### src/logic/dssc_cfg.svh
// Constants for the disc sector select and CRC write block
`ifndef DSSC_CFG_SVH
`define DSSC_CFG_SVH

// Timing, printed units in ns
`define DSSC_CLK_NS         5
`define DSSC_HEAD_LOAD_NS   500000000
`define DSSC_TOUT_NS        11000000
`define DSSC_STROBE_NS      1000
`define DSSC_BIT_NS         2000

// Widths
`define DSSC_CNT_W          16
`define DSSC_SEL_W          5
`define DSSC_BYTE_W         8
`define DSSC_FIFO_DEPTH     3
`define DSSC_HL_W           27
`define DSSC_TO_W           22
`define DSSC_DIV_W          9

// Register byte offsets
`define DSSC_OFF_CTRL       5'h00
`define DSSC_OFF_STROBE1    5'h04
`define DSSC_OFF_STATUS     5'h08
`define DSSC_OFF_ADP_RS0    5'h0C
`define DSSC_OFF_ADP_RS1    5'h10

// Field positions
`define DSSC_CTRL_HLOAD     0
`define DSSC_CTRL_STEP      1
`define DSSC_CTRL_SEL_LSB   8
`define DSSC_PS1_CLR        5
`define DSSC_PS1_TOUT       6
`define DSSC_C1_SEL_LSB     6

// Reset values and CRC polynomial
`define DSSC_RD_ZERO        32'h0000_0000
`define DSSC_CRC_POLY       16'h8005
`define DSSC_CRC_ZERO       16'h0000

`endif

### src/logic/dssc_pkg.sv
// Types for the disc sector select and CRC write block
package dssc_pkg;

    // Buffered drive status lines
    typedef struct packed {
        logic ready;
        logic write_protect;
        logic disc_change;
        logic index;
        logic sector;
        logic track_zero;
    } dssc_drive_stat_t;

    // Target of a write to adapter register select one
    typedef enum logic [1:0] {
        DSSC_AREG_CTRL2 = 2'b00,
        DSSC_AREG_CTRL3 = 2'b01,
        DSSC_AREG_SYNC  = 2'b10,
        DSSC_AREG_TXD   = 2'b11
    } dssc_areg_t;

endpackage

### src/logic/dssc_top.sv
// Disc sector select, head load, timeout, serial adapter write path and CRC
//
// Local design decisions: the Avalon-MM interface to the registers and the register addresses.
`timescale 1ns/10ps
`include "dssc_cfg.svh"
// What this block does
// - Head load trigger gives half second low
// - Step signal resets the head load timer
// - Head loaded status is timer complement
// - Sixteen bit sector counter, index clears
// - First sector after index counts one
// - Five bit compare plus strobe against zero
// - Match during strobe latches sector match
// - Sector match drives write enable
// - Strobe one write with bit clears match
// - Strobe one bit six starts 11 ms timeout
// - Sector pulse delayed two stages, 1 us
// - Adapter has five write, one read register
// - Three byte transmit queue feeds shifter
// - Empty queue loads sync register, underflow
// - Two timing flops after underflow, sector clears
// - Write mode routes transmit data to CRC
// - CRC polynomial x16+x15+x2+1 appended
// - Read CRC remainder zero means valid
// - Sixteen stages, OR forms check error
// - Output enable breaks feedback, shifts remainder
// - Append switch swaps to CRC without gap
module dssc_top #(
    parameter int unsigned HEAD_LOAD_CYC = `DSSC_HEAD_LOAD_NS / `DSSC_CLK_NS,
    parameter int unsigned TOUT_CYC      = `DSSC_TOUT_NS / `DSSC_CLK_NS
) (
    input  wire logic                    mclk,
    input  wire logic                    rst_n,
    input  wire logic [4:0]              avs_address,
    input  wire logic                    avs_read,
    input  wire logic                    avs_write,
    input  wire logic [31:0]             avs_writedata,
    input  wire logic [3:0]              avs_byteenable,
    output logic      [31:0]             avs_readdata,
    output logic                         avs_waitrequest,
    input  wire dssc_pkg::dssc_drive_stat_t drive_stat,
    input  wire logic                    rd_data,
    input  wire logic                    rd_bit_strobe,
    output logic                         head_loaded_n,
    output logic                         step_n,
    output logic                         timeout_irq_n,
    output logic                         sector_match,
    output logic                         wr_serial,
    output logic                         crc_output_enable,
    output logic                         crc_error
);

    localparam int unsigned STROBE_CYC = `DSSC_STROBE_NS / `DSSC_CLK_NS;
    localparam int unsigned BIT_CYC    = `DSSC_BIT_NS / `DSSC_CLK_NS;

    //------------------------------------------------------------
    // Reset release
    //------------------------------------------------------------
    logic rst_meta_r;
    logic rst_sync_n;

    always_ff @(posedge mclk or negedge rst_n) begin
        if (!rst_n) begin
            rst_meta_r <= 1'b0;
            rst_sync_n <= 1'b0;
        end else begin
            rst_meta_r <= 1'b1;
            rst_sync_n <= rst_meta_r;
        end
    end

    //------------------------------------------------------------
    // Avalon slave
    //------------------------------------------------------------
    logic        acc;
    logic        wr_acc;
    logic [31:0] wdata;
    logic [31:0] rdata_nxt;
    logic        wr_ctrl;
    logic        wr_ps1;
    logic        wr_rs0;
    logic        wr_rs1;

    assign acc    = (avs_read || avs_write) && !avs_waitrequest;
    assign wr_acc = avs_write && !avs_waitrequest;
    assign wdata  = avs_writedata & {{8{avs_byteenable[3]}}, {8{avs_byteenable[2]}},
                                     {8{avs_byteenable[1]}}, {8{avs_byteenable[0]}}};
    assign wr_ctrl = wr_acc && (avs_address == `DSSC_OFF_CTRL);
    assign wr_ps1  = wr_acc && (avs_address == `DSSC_OFF_STROBE1);
    assign wr_rs0  = wr_acc && (avs_address == `DSSC_OFF_ADP_RS0);
    assign wr_rs1  = wr_acc && (avs_address == `DSSC_OFF_ADP_RS1);

    // One wait state per request
    always_ff @(posedge mclk or negedge rst_sync_n) begin
        if (!rst_sync_n) begin
            avs_waitrequest <= 1'b1;
        end else if (acc) begin
            avs_waitrequest <= 1'b1;
        end else if (avs_read || avs_write) begin
            avs_waitrequest <= 1'b0;
        end
    end

    //------------------------------------------------------------
    // Control latch
    //------------------------------------------------------------
    logic [`DSSC_SEL_W-1:0] sel_sector_r;
    logic                   step_r;
    logic                   hl_trig;

    assign hl_trig = wr_ctrl && wdata[`DSSC_CTRL_HLOAD];

    always_ff @(posedge mclk or negedge rst_sync_n) begin
        if (!rst_sync_n) begin
            sel_sector_r <= '0;
            step_r       <= 1'b0;
        end else if (wr_ctrl) begin
            sel_sector_r <= wdata[`DSSC_CTRL_SEL_LSB +: `DSSC_SEL_W];
            step_r       <= wdata[`DSSC_CTRL_STEP];
        end
    end

    always_ff @(posedge mclk or negedge rst_sync_n) begin
        if (!rst_sync_n) begin
            step_n <= 1'b1;
        end else begin
            step_n <= !step_r;
        end
    end

    //------------------------------------------------------------
    // Head load one-shot
    //------------------------------------------------------------
    logic [`DSSC_HL_W-1:0] hl_cnt_r;

    always_ff @(posedge mclk or negedge rst_sync_n) begin
        if (!rst_sync_n) begin
            hl_cnt_r      <= '0;
            head_loaded_n <= 1'b1;
        end else if (step_r) begin
            hl_cnt_r      <= '0;
            head_loaded_n <= 1'b1;
        end else if (hl_trig) begin
            hl_cnt_r      <= `DSSC_HL_W'(HEAD_LOAD_CYC);
            head_loaded_n <= 1'b0;
        end else if (hl_cnt_r != '0) begin
            hl_cnt_r      <= hl_cnt_r - 1'b1;
            head_loaded_n <= (hl_cnt_r == `DSSC_HL_W'(1));
        end
    end

    //------------------------------------------------------------
    // Drive status, sector counter and strobe delay
    //------------------------------------------------------------
    dssc_pkg::dssc_drive_stat_t stat_r;
    logic                       sec_d_r;
    logic                       sec_rise;
    logic                       dly_a_r;
    logic                       dly_b_r;
    logic [8:0]                 strb_cnt_r;
    logic                       strobe_n_r;
    logic [`DSSC_CNT_W-1:0]     cur_sector_r;

    assign sec_rise = drive_stat.sector && !sec_d_r;

    always_ff @(posedge mclk or negedge rst_sync_n) begin
        if (!rst_sync_n) begin
            stat_r  <= '0;
            sec_d_r <= 1'b0;
            dly_a_r <= 1'b0;
            dly_b_r <= 1'b0;
        end else begin
            stat_r  <= drive_stat;
            sec_d_r <= drive_stat.sector;
            dly_a_r <= sec_rise;
            dly_b_r <= dly_a_r;
        end
    end

    always_ff @(posedge mclk or negedge rst_sync_n) begin
        if (!rst_sync_n) begin
            cur_sector_r <= '0;
        end else if (drive_stat.index) begin
            cur_sector_r <= '0;
        end else if (sec_rise) begin
            cur_sector_r <= cur_sector_r + 1'b1;
        end
    end

    // Active-low strobe of 1 us after the two-stage delay
    always_ff @(posedge mclk or negedge rst_sync_n) begin
        if (!rst_sync_n) begin
            strb_cnt_r <= '0;
            strobe_n_r <= 1'b1;
        end else if (dly_b_r) begin
            strb_cnt_r <= 9'(STROBE_CYC - 1);
            strobe_n_r <= 1'b0;
        end else if (strb_cnt_r != '0) begin
            strb_cnt_r <= strb_cnt_r - 1'b1;
        end else begin
            strobe_n_r <= 1'b1;
        end
    end

    //------------------------------------------------------------
    // Sector compare and match latch
    //------------------------------------------------------------
    logic match_eq;
    logic match_clr;

    assign match_eq  = {sel_sector_r, 1'b0} ==
                       {cur_sector_r[`DSSC_SEL_W-1:0], strobe_n_r};
    assign match_clr = wr_ps1 && wdata[`DSSC_PS1_CLR];

    always_ff @(posedge mclk or negedge rst_sync_n) begin
        if (!rst_sync_n) begin
            sector_match <= 1'b0;
        end else if (match_eq) begin
            sector_match <= 1'b1;
        end else if (match_clr) begin
            sector_match <= 1'b0;
        end
    end

    //------------------------------------------------------------
    // Step and load timeout
    //------------------------------------------------------------
    logic [`DSSC_TO_W-1:0] to_cnt_r;

    always_ff @(posedge mclk or negedge rst_sync_n) begin
        if (!rst_sync_n) begin
            to_cnt_r      <= '0;
            timeout_irq_n <= 1'b1;
        end else if (wr_ps1 && wdata[`DSSC_PS1_TOUT]) begin
            to_cnt_r      <= `DSSC_TO_W'(TOUT_CYC);
            timeout_irq_n <= 1'b1;
        end else if (to_cnt_r != '0) begin
            to_cnt_r      <= to_cnt_r - 1'b1;
            timeout_irq_n <= (to_cnt_r != `DSSC_TO_W'(1));
        end
    end

    //------------------------------------------------------------
    // Serial adapter registers and transmit queue
    //------------------------------------------------------------
    logic [`DSSC_BYTE_W-1:0] ctrl1_r;
    logic [`DSSC_BYTE_W-1:0] ctrl2_r;
    logic [`DSSC_BYTE_W-1:0] ctrl3_r;
    logic [`DSSC_BYTE_W-1:0] sync_r;
    logic [`DSSC_BYTE_W-1:0] fifo_r [`DSSC_FIFO_DEPTH];
    logic [1:0]              fcnt_r;
    dssc_pkg::dssc_areg_t    areg;
    logic                    push;
    logic                    pop;
    logic [1:0]              wslot;

    assign areg  = dssc_pkg::dssc_areg_t'(ctrl1_r[`DSSC_C1_SEL_LSB +: 2]);
    assign push  = wr_rs1 && (areg == dssc_pkg::DSSC_AREG_TXD) &&
                   (fcnt_r != 2'(`DSSC_FIFO_DEPTH));
    assign wslot = pop ? fcnt_r - 1'b1 : fcnt_r;

    always_ff @(posedge mclk or negedge rst_sync_n) begin
        if (!rst_sync_n) begin
            ctrl1_r <= '0;
            ctrl2_r <= '0;
            ctrl3_r <= '0;
            sync_r  <= '0;
        end else if (wr_rs0) begin
            ctrl1_r <= wdata[`DSSC_BYTE_W-1:0];
        end else if (wr_rs1) begin
            case (areg)
                dssc_pkg::DSSC_AREG_CTRL2: ctrl2_r <= wdata[`DSSC_BYTE_W-1:0];
                dssc_pkg::DSSC_AREG_CTRL3: ctrl3_r <= wdata[`DSSC_BYTE_W-1:0];
                dssc_pkg::DSSC_AREG_SYNC:  sync_r  <= wdata[`DSSC_BYTE_W-1:0];
                default: ;
            endcase
        end
    end

    always_ff @(posedge mclk or negedge rst_sync_n) begin
        if (!rst_sync_n) begin
            fcnt_r <= '0;
        end else begin
            fcnt_r <= fcnt_r + 2'(push) - 2'(pop);
        end
    end

    // Bytes fall to the lowest empty slot
    for (genvar i = 0; i < `DSSC_FIFO_DEPTH; i++) begin : g_fifo
        logic [`DSSC_BYTE_W-1:0] above;
        if (i == `DSSC_FIFO_DEPTH - 1) begin : g_top
            assign above = '0;
        end else begin : g_mid
            assign above = fifo_r[i+1];
        end
        always_ff @(posedge mclk or negedge rst_sync_n) begin
            if (!rst_sync_n) begin
                fifo_r[i] <= '0;
            end else if (push && (wslot == 2'(i))) begin
                fifo_r[i] <= wdata[`DSSC_BYTE_W-1:0];
            end else if (pop) begin
                fifo_r[i] <= above;
            end
        end
    end

    //------------------------------------------------------------
    // Transmit shifter, underflow and append timing
    //------------------------------------------------------------
    logic [`DSSC_DIV_W-1:0]  div_r;
    logic                    tick;
    logic [2:0]              bit_r;
    logic [`DSSC_BYTE_W-1:0] shift_r;
    logic                    load;
    logic                    underflow_r;
    logic                    tf_a_r;

    assign tick = sector_match && (div_r == '0);
    assign load = tick && (bit_r == 3'h7);
    assign pop  = load && (fcnt_r != '0);

    always_ff @(posedge mclk or negedge rst_sync_n) begin
        if (!rst_sync_n) begin
            div_r <= '0;
        end else if (!sector_match || div_r == '0) begin
            div_r <= `DSSC_DIV_W'(BIT_CYC - 1);
        end else begin
            div_r <= div_r - 1'b1;
        end
    end

    always_ff @(posedge mclk or negedge rst_sync_n) begin
        if (!rst_sync_n) begin
            bit_r   <= 3'h7;
            shift_r <= '0;
        end else if (!sector_match) begin
            bit_r   <= 3'h7;
            shift_r <= '0;
        end else if (load) begin
            bit_r   <= 3'h0;
            shift_r <= pop ? fifo_r[0] : sync_r;
        end else if (tick) begin
            bit_r   <= bit_r + 1'b1;
            shift_r <= shift_r << 1;
        end
    end

    // Set wins over the sector clear
    always_ff @(posedge mclk or negedge rst_sync_n) begin
        if (!rst_sync_n) begin
            underflow_r       <= 1'b0;
            tf_a_r            <= 1'b0;
            crc_output_enable <= 1'b0;
        end else begin
            underflow_r       <= (load && !pop) || (underflow_r && !sec_rise);
            tf_a_r            <= underflow_r && !sec_rise;
            crc_output_enable <= tf_a_r && !sec_rise;
        end
    end

    //------------------------------------------------------------
    // Data switch, CRC and append switch
    //------------------------------------------------------------
    logic [15:0] crc_r;
    logic        crc_in;
    logic        crc_step;
    logic        fb;

    assign crc_in   = sector_match ? shift_r[7] : rd_data;
    assign crc_step = sector_match ? tick : rd_bit_strobe;
    assign fb       = crc_r[15] ^ crc_in;

    always_ff @(posedge mclk or negedge rst_sync_n) begin
        if (!rst_sync_n) begin
            crc_r <= `DSSC_CRC_ZERO;
        end else if (sec_rise) begin
            crc_r <= `DSSC_CRC_ZERO;
        end else if (crc_step && crc_output_enable) begin
            crc_r <= {crc_r[14:0], 1'b0};
        end else if (crc_step) begin
            crc_r <= {crc_r[14:0], 1'b0} ^ (fb ? `DSSC_CRC_POLY : `DSSC_CRC_ZERO);
        end
    end

    always_ff @(posedge mclk or negedge rst_sync_n) begin
        if (!rst_sync_n) begin
            wr_serial <= 1'b0;
            crc_error <= 1'b0;
        end else begin
            if (tick) begin
                wr_serial <= crc_output_enable ? crc_r[15] : shift_r[7];
            end
            crc_error <= |crc_r;
        end
    end

    //------------------------------------------------------------
    // Read data
    //------------------------------------------------------------
    always_comb begin
        rdata_nxt = `DSSC_RD_ZERO;
        if (avs_address == `DSSC_OFF_CTRL) begin
            rdata_nxt[`DSSC_CTRL_STEP] = step_r;
            rdata_nxt[`DSSC_CTRL_SEL_LSB +: `DSSC_SEL_W] = sel_sector_r;
        end else if (avs_address == `DSSC_OFF_STATUS) begin
            rdata_nxt[0]     = !head_loaded_n;
            rdata_nxt[1]     = sector_match;
            rdata_nxt[2]     = crc_error;
            rdata_nxt[3]     = !timeout_irq_n;
            rdata_nxt[13:8]  = stat_r;
            rdata_nxt[31:16] = cur_sector_r;
        end else if (avs_address == `DSSC_OFF_ADP_RS0) begin
            rdata_nxt[0] = (fcnt_r == '0);
            rdata_nxt[1] = (fcnt_r == 2'(`DSSC_FIFO_DEPTH));
            rdata_nxt[2] = underflow_r;
        end
    end

    always_ff @(posedge mclk or negedge rst_sync_n) begin
        if (!rst_sync_n) begin
            avs_readdata <= `DSSC_RD_ZERO;
        end else if (avs_read && avs_waitrequest) begin
            avs_readdata <= rdata_nxt;
        end
    end
endmodule // dssc_top

### config.mk
export PLATFORM = sky130hd
export DESIGN_NAME = dssc_top
export DESIGN_NICKNAME = d
export VERILOG_FILES = /design/src/logic/dssc_pkg.sv /design/src/logic/dssc_top.sv
export VERILOG_INCLUDE_DIRS = /design/src /design/src/logic
export SDC_FILE = /design/constraint.sdc
export NUM_CORES = 1
export LEC_CHECK = 0
export BUFFER_PORTS_ARGS = -buffer_cell sky130_fd_sc_hd__buf_4
export CAP_MARGIN = 20
export CORE_ASPECT_RATIO = 0.5
export CORE_MARGIN = 2
export CORE_UTILIZATION = 30
export CTS_CLUSTER_SIZE = 40
export DETAILED_ROUTE_END_ITERATION = 16
export HOLD_SLACK_MARGIN = 0.1
export SKIP_CTS_REPAIR_TIMING = 1
export SLEW_MARGIN = 10
export SYNTH_ARGS = -nofsm -noshare
export SYNTH_HDL_FRONTEND = slang
export SYNTH_SLANG_ARGS = --single-unit
### constraint.sdc
create_clock -name mclk -period 15.6 [get_ports mclk]
set_input_delay 0.78 -clock mclk [delete_from_list [all_inputs] [get_ports mclk]]
set_output_delay 0.78 -clock mclk [all_outputs]
set_load 0.02 [all_outputs]
==> flow_metrics.tcl <==
set metrics [dict create \
    clkLatencyLatePin_ps 430 \
    drv_cap 0 \
    tightest_slew_ps 1040 \
    final_nets 1072 \
    required_ps 15890 \
    end_kind "register" \
    layoutNonFillerInstCount 1450 \
    hpwl_um 14600 \
    antenna_found_initial 0 \
    critPathLaunchType "register" \
    die_x_um 257 \
    hold_class "register to asynchronous set/reset pin" \
    drt-initial-drc-count 475 \
    clockBufferDepth 2 \
    layout_commonest_cell "dfrtp_1" \
    ant_nets 0 \
    criticalPathCategory "register to register" \
    dp_cells 1417 \
    yosysWarningCount 0 \
    fin_util_pct 35.1 \
    maxSlewHeadroom_pct 30.6 \
    cts_root_buf "clkbuf_16" \
    dieArea_um2 33500 \
    fin_crit_sh_pct 17.6 \
    drc 0 \
    grt_max_degree 78 \
    start_util_pct 30.4 \
    cts_tree "built" \
    synthArstFlopShare_pct 100 \
    grt-ovfl-total 0 \
    numPortBuffers 65 \
    synth_top_area_cell "dfrtp_1" \
    synth_seq_cells 199 \
    h-tree-depth 4 \
    p_seq_share_pct 48.1 \
    gp_congestion 0.813 \
    critPathMaxFanout 13 \
    vias 7113 \
    vias_per_cell 4.91 \
    final-max-slew-violation-count 0 \
    grt_usage_pct 13.0 \
    core_um2 31500 \
    synth_top_area_share_pct 49.9 \
    period_minus_slack_ps 2750 \
    synth-main-ff-cell "dfrtp_1" \
    wl_per_cell_um 14.5 \
    setup_violations 0 \
    internal-power_w 0.000932 \
    ios 93 \
    drive_above_1_share_pct 13.9 \
    rows 46 \
    ys_seq_area_share_pct 52.1 \
    clkPwrFrac_pct 31.2 \
    cpPeakStageDelay_ps 660 \
    ir_drop_v 0.0000726 \
    power_frac_comb_pct 20.6 \
    synthTopCellsByArea "dfrtp_1 50%, nand2_1 5.8%, mux2i_1 5.6%" \
    p_sw_share_pct 32.9 \
    rsz0062_at_grt "no" \
    synth_area_per_cell_um2 10.0 \
    slowest_stage "or3_1" \
    first_pass_iters 5 \
    p_per_area_nw_per_um2 126 \
    n_antenna_cell 0 \
    crit_chain "nor4_1 > nand4b_1 > or3_1 > o21ai_1 > a21oi_1" \
    leakage_nw 4.71 \
    ys_types 66 \
    clock.fmax_mhz 364 \
    status "finished clean" \
    cts.sinks 199 \
    cts_buffers 17 \
    wl_um 21000 \
    syn_inst 956 \
    worstPathArrival_ps 3040 \
    clock_skew_ps 11.8 \
    synth.cell_area_um2 9580 \
    hold_viol 0 \
    layout_common_cells "190 x dfrtp_1, 149 x nand2_1, 71 x buf_4" \
    syn2layout_area_growth_pct 15.5 \
    switchingPower_w 0.000457 \
    clk_pin_slew_ps 70 \
    grt_pass1_wl_um 35400 \
    setup_tns_ps 0 \
    pre_cts_slack_ps 12390 \
    grt_pass1_vias 7071 \
    fin_ws_ps 12850 \
    synth_edf_count 0 \
    die_height_um 130 \
]
-- metrics by stage --
stage                     hold WS [ps]  total power, W  area, um^2
after global placement             333        0.000951       10500
final                              347         0.00139       11100
after global routing               364         0.00148       11100
after CTS                         91.5         0.00140       11000
after detailed placement           337        0.000963       10500
after floorplan                    331        0.000882        9600
-- layer usage --
metal	track usage [%]	share of wire, %	wire length, um	vias up
met2	22.8	51	10600	61
met5	0	0	0	-
met4	3.90	1.3	267	0
met1	16.5	46	9750	3572
met3	2.37	1.7	360	22
li1	-	-	-	3458
-- state kept, by name, summed over array words and instances, names as in the netlist, 2 cells and up --
name,count
sel_sector_r,5
strb_cnt_r,9
shift_r,8
sync_r,8
g_fifo.above,16
avs_readdata,26
bit_r,3
fifo_r,8
hl_cnt_r,27
stat_r,5
crc_r,16
ctrl1_r,2
div_r,9
cur_sector_r,16
to_cnt_r,22
fcnt_r,2
-- worst paths after layout --
check                                to  slack, ps          from  depth (start not counted)
min in group mclk               dly_b_r        350       dly_a_r                          0
setup reg to reg           hl_cnt_r[15]      12850  hl_cnt_r[20]                          5
setup / recovery           hl_cnt_r[15]      12850  hl_cnt_r[20]                          5
max in group asynchronous     stat_r[3]      13830    rst_sync_n                          1
hold / removal             to_cnt_r[16]        350    rst_sync_n                          0
hold reg to reg            to_cnt_r[16]        350    rst_sync_n                          0
-- synthesized netlist by cell type, drive strengths merged (3+ instances only) --
cell	instances
mux2i	54
nor3b	4
xor2	20
nor3	26
nand4	11
nor2	69
nand3	29
or4	15
or2	3
o41ai	3
and3	8
a22oi	5
nor2b	8
a31oi	10
a211oi	3
or3	23
o21ai	66
ha	13
o211ai	4
inv	21
nand2	149
o31ai	19
nand2b	6
xnor2	29
nor4b	4
clkbuf	31
dfstp	8
buf	17
dfrtp	191
nor4	20
a21oi	62
-- power by group through the flow --
stage	combinational (W)	clock, W	sequential, W
finish	0.000287	0.000434	0.000669
global route	0.000327	0.000468	0.000683
CTS	0.000287	0.000447	0.000669
detailed placement	0.000286	0	0.000678
global placement	0.000277	0	0.000674
floorplan	0.000214	0	0.000668
-- cell families after synthesis --
kind of cell | Yosys count | share of synthesized area (%)
other cells | 2 | 0.0784
buf+inv | 69 | 3.17
mux | 55 | 5.76
fa+ha+maj | 13 | 1.70
flops | 199 | 52.1
compound gates | 185 | 11.8
simple gates | 384 | 20.9
xor+xnor | 49 | 4.48
-- worst max-delay path: cells and delay by family (launching register included) --
| family | cells | cell delay [ps] |
|---|---|---|
| and+or+nand+nor | 3 | 1680 |
| AOI/OAI and AO/OA | 2 | 520 |
| DFF | 1 | 400 |
-- final cells by class --
type                       instances  area (um^2)
inverter                          21         78.8
sequential                       199         4990
tap                              432          541
clock inverter                    11          116
fill                            3220        20500
clock buffer                      20          457
timing repair buffer              74          568
multi-input combinational        693         4310
Power figures use the tool's default switching activity.
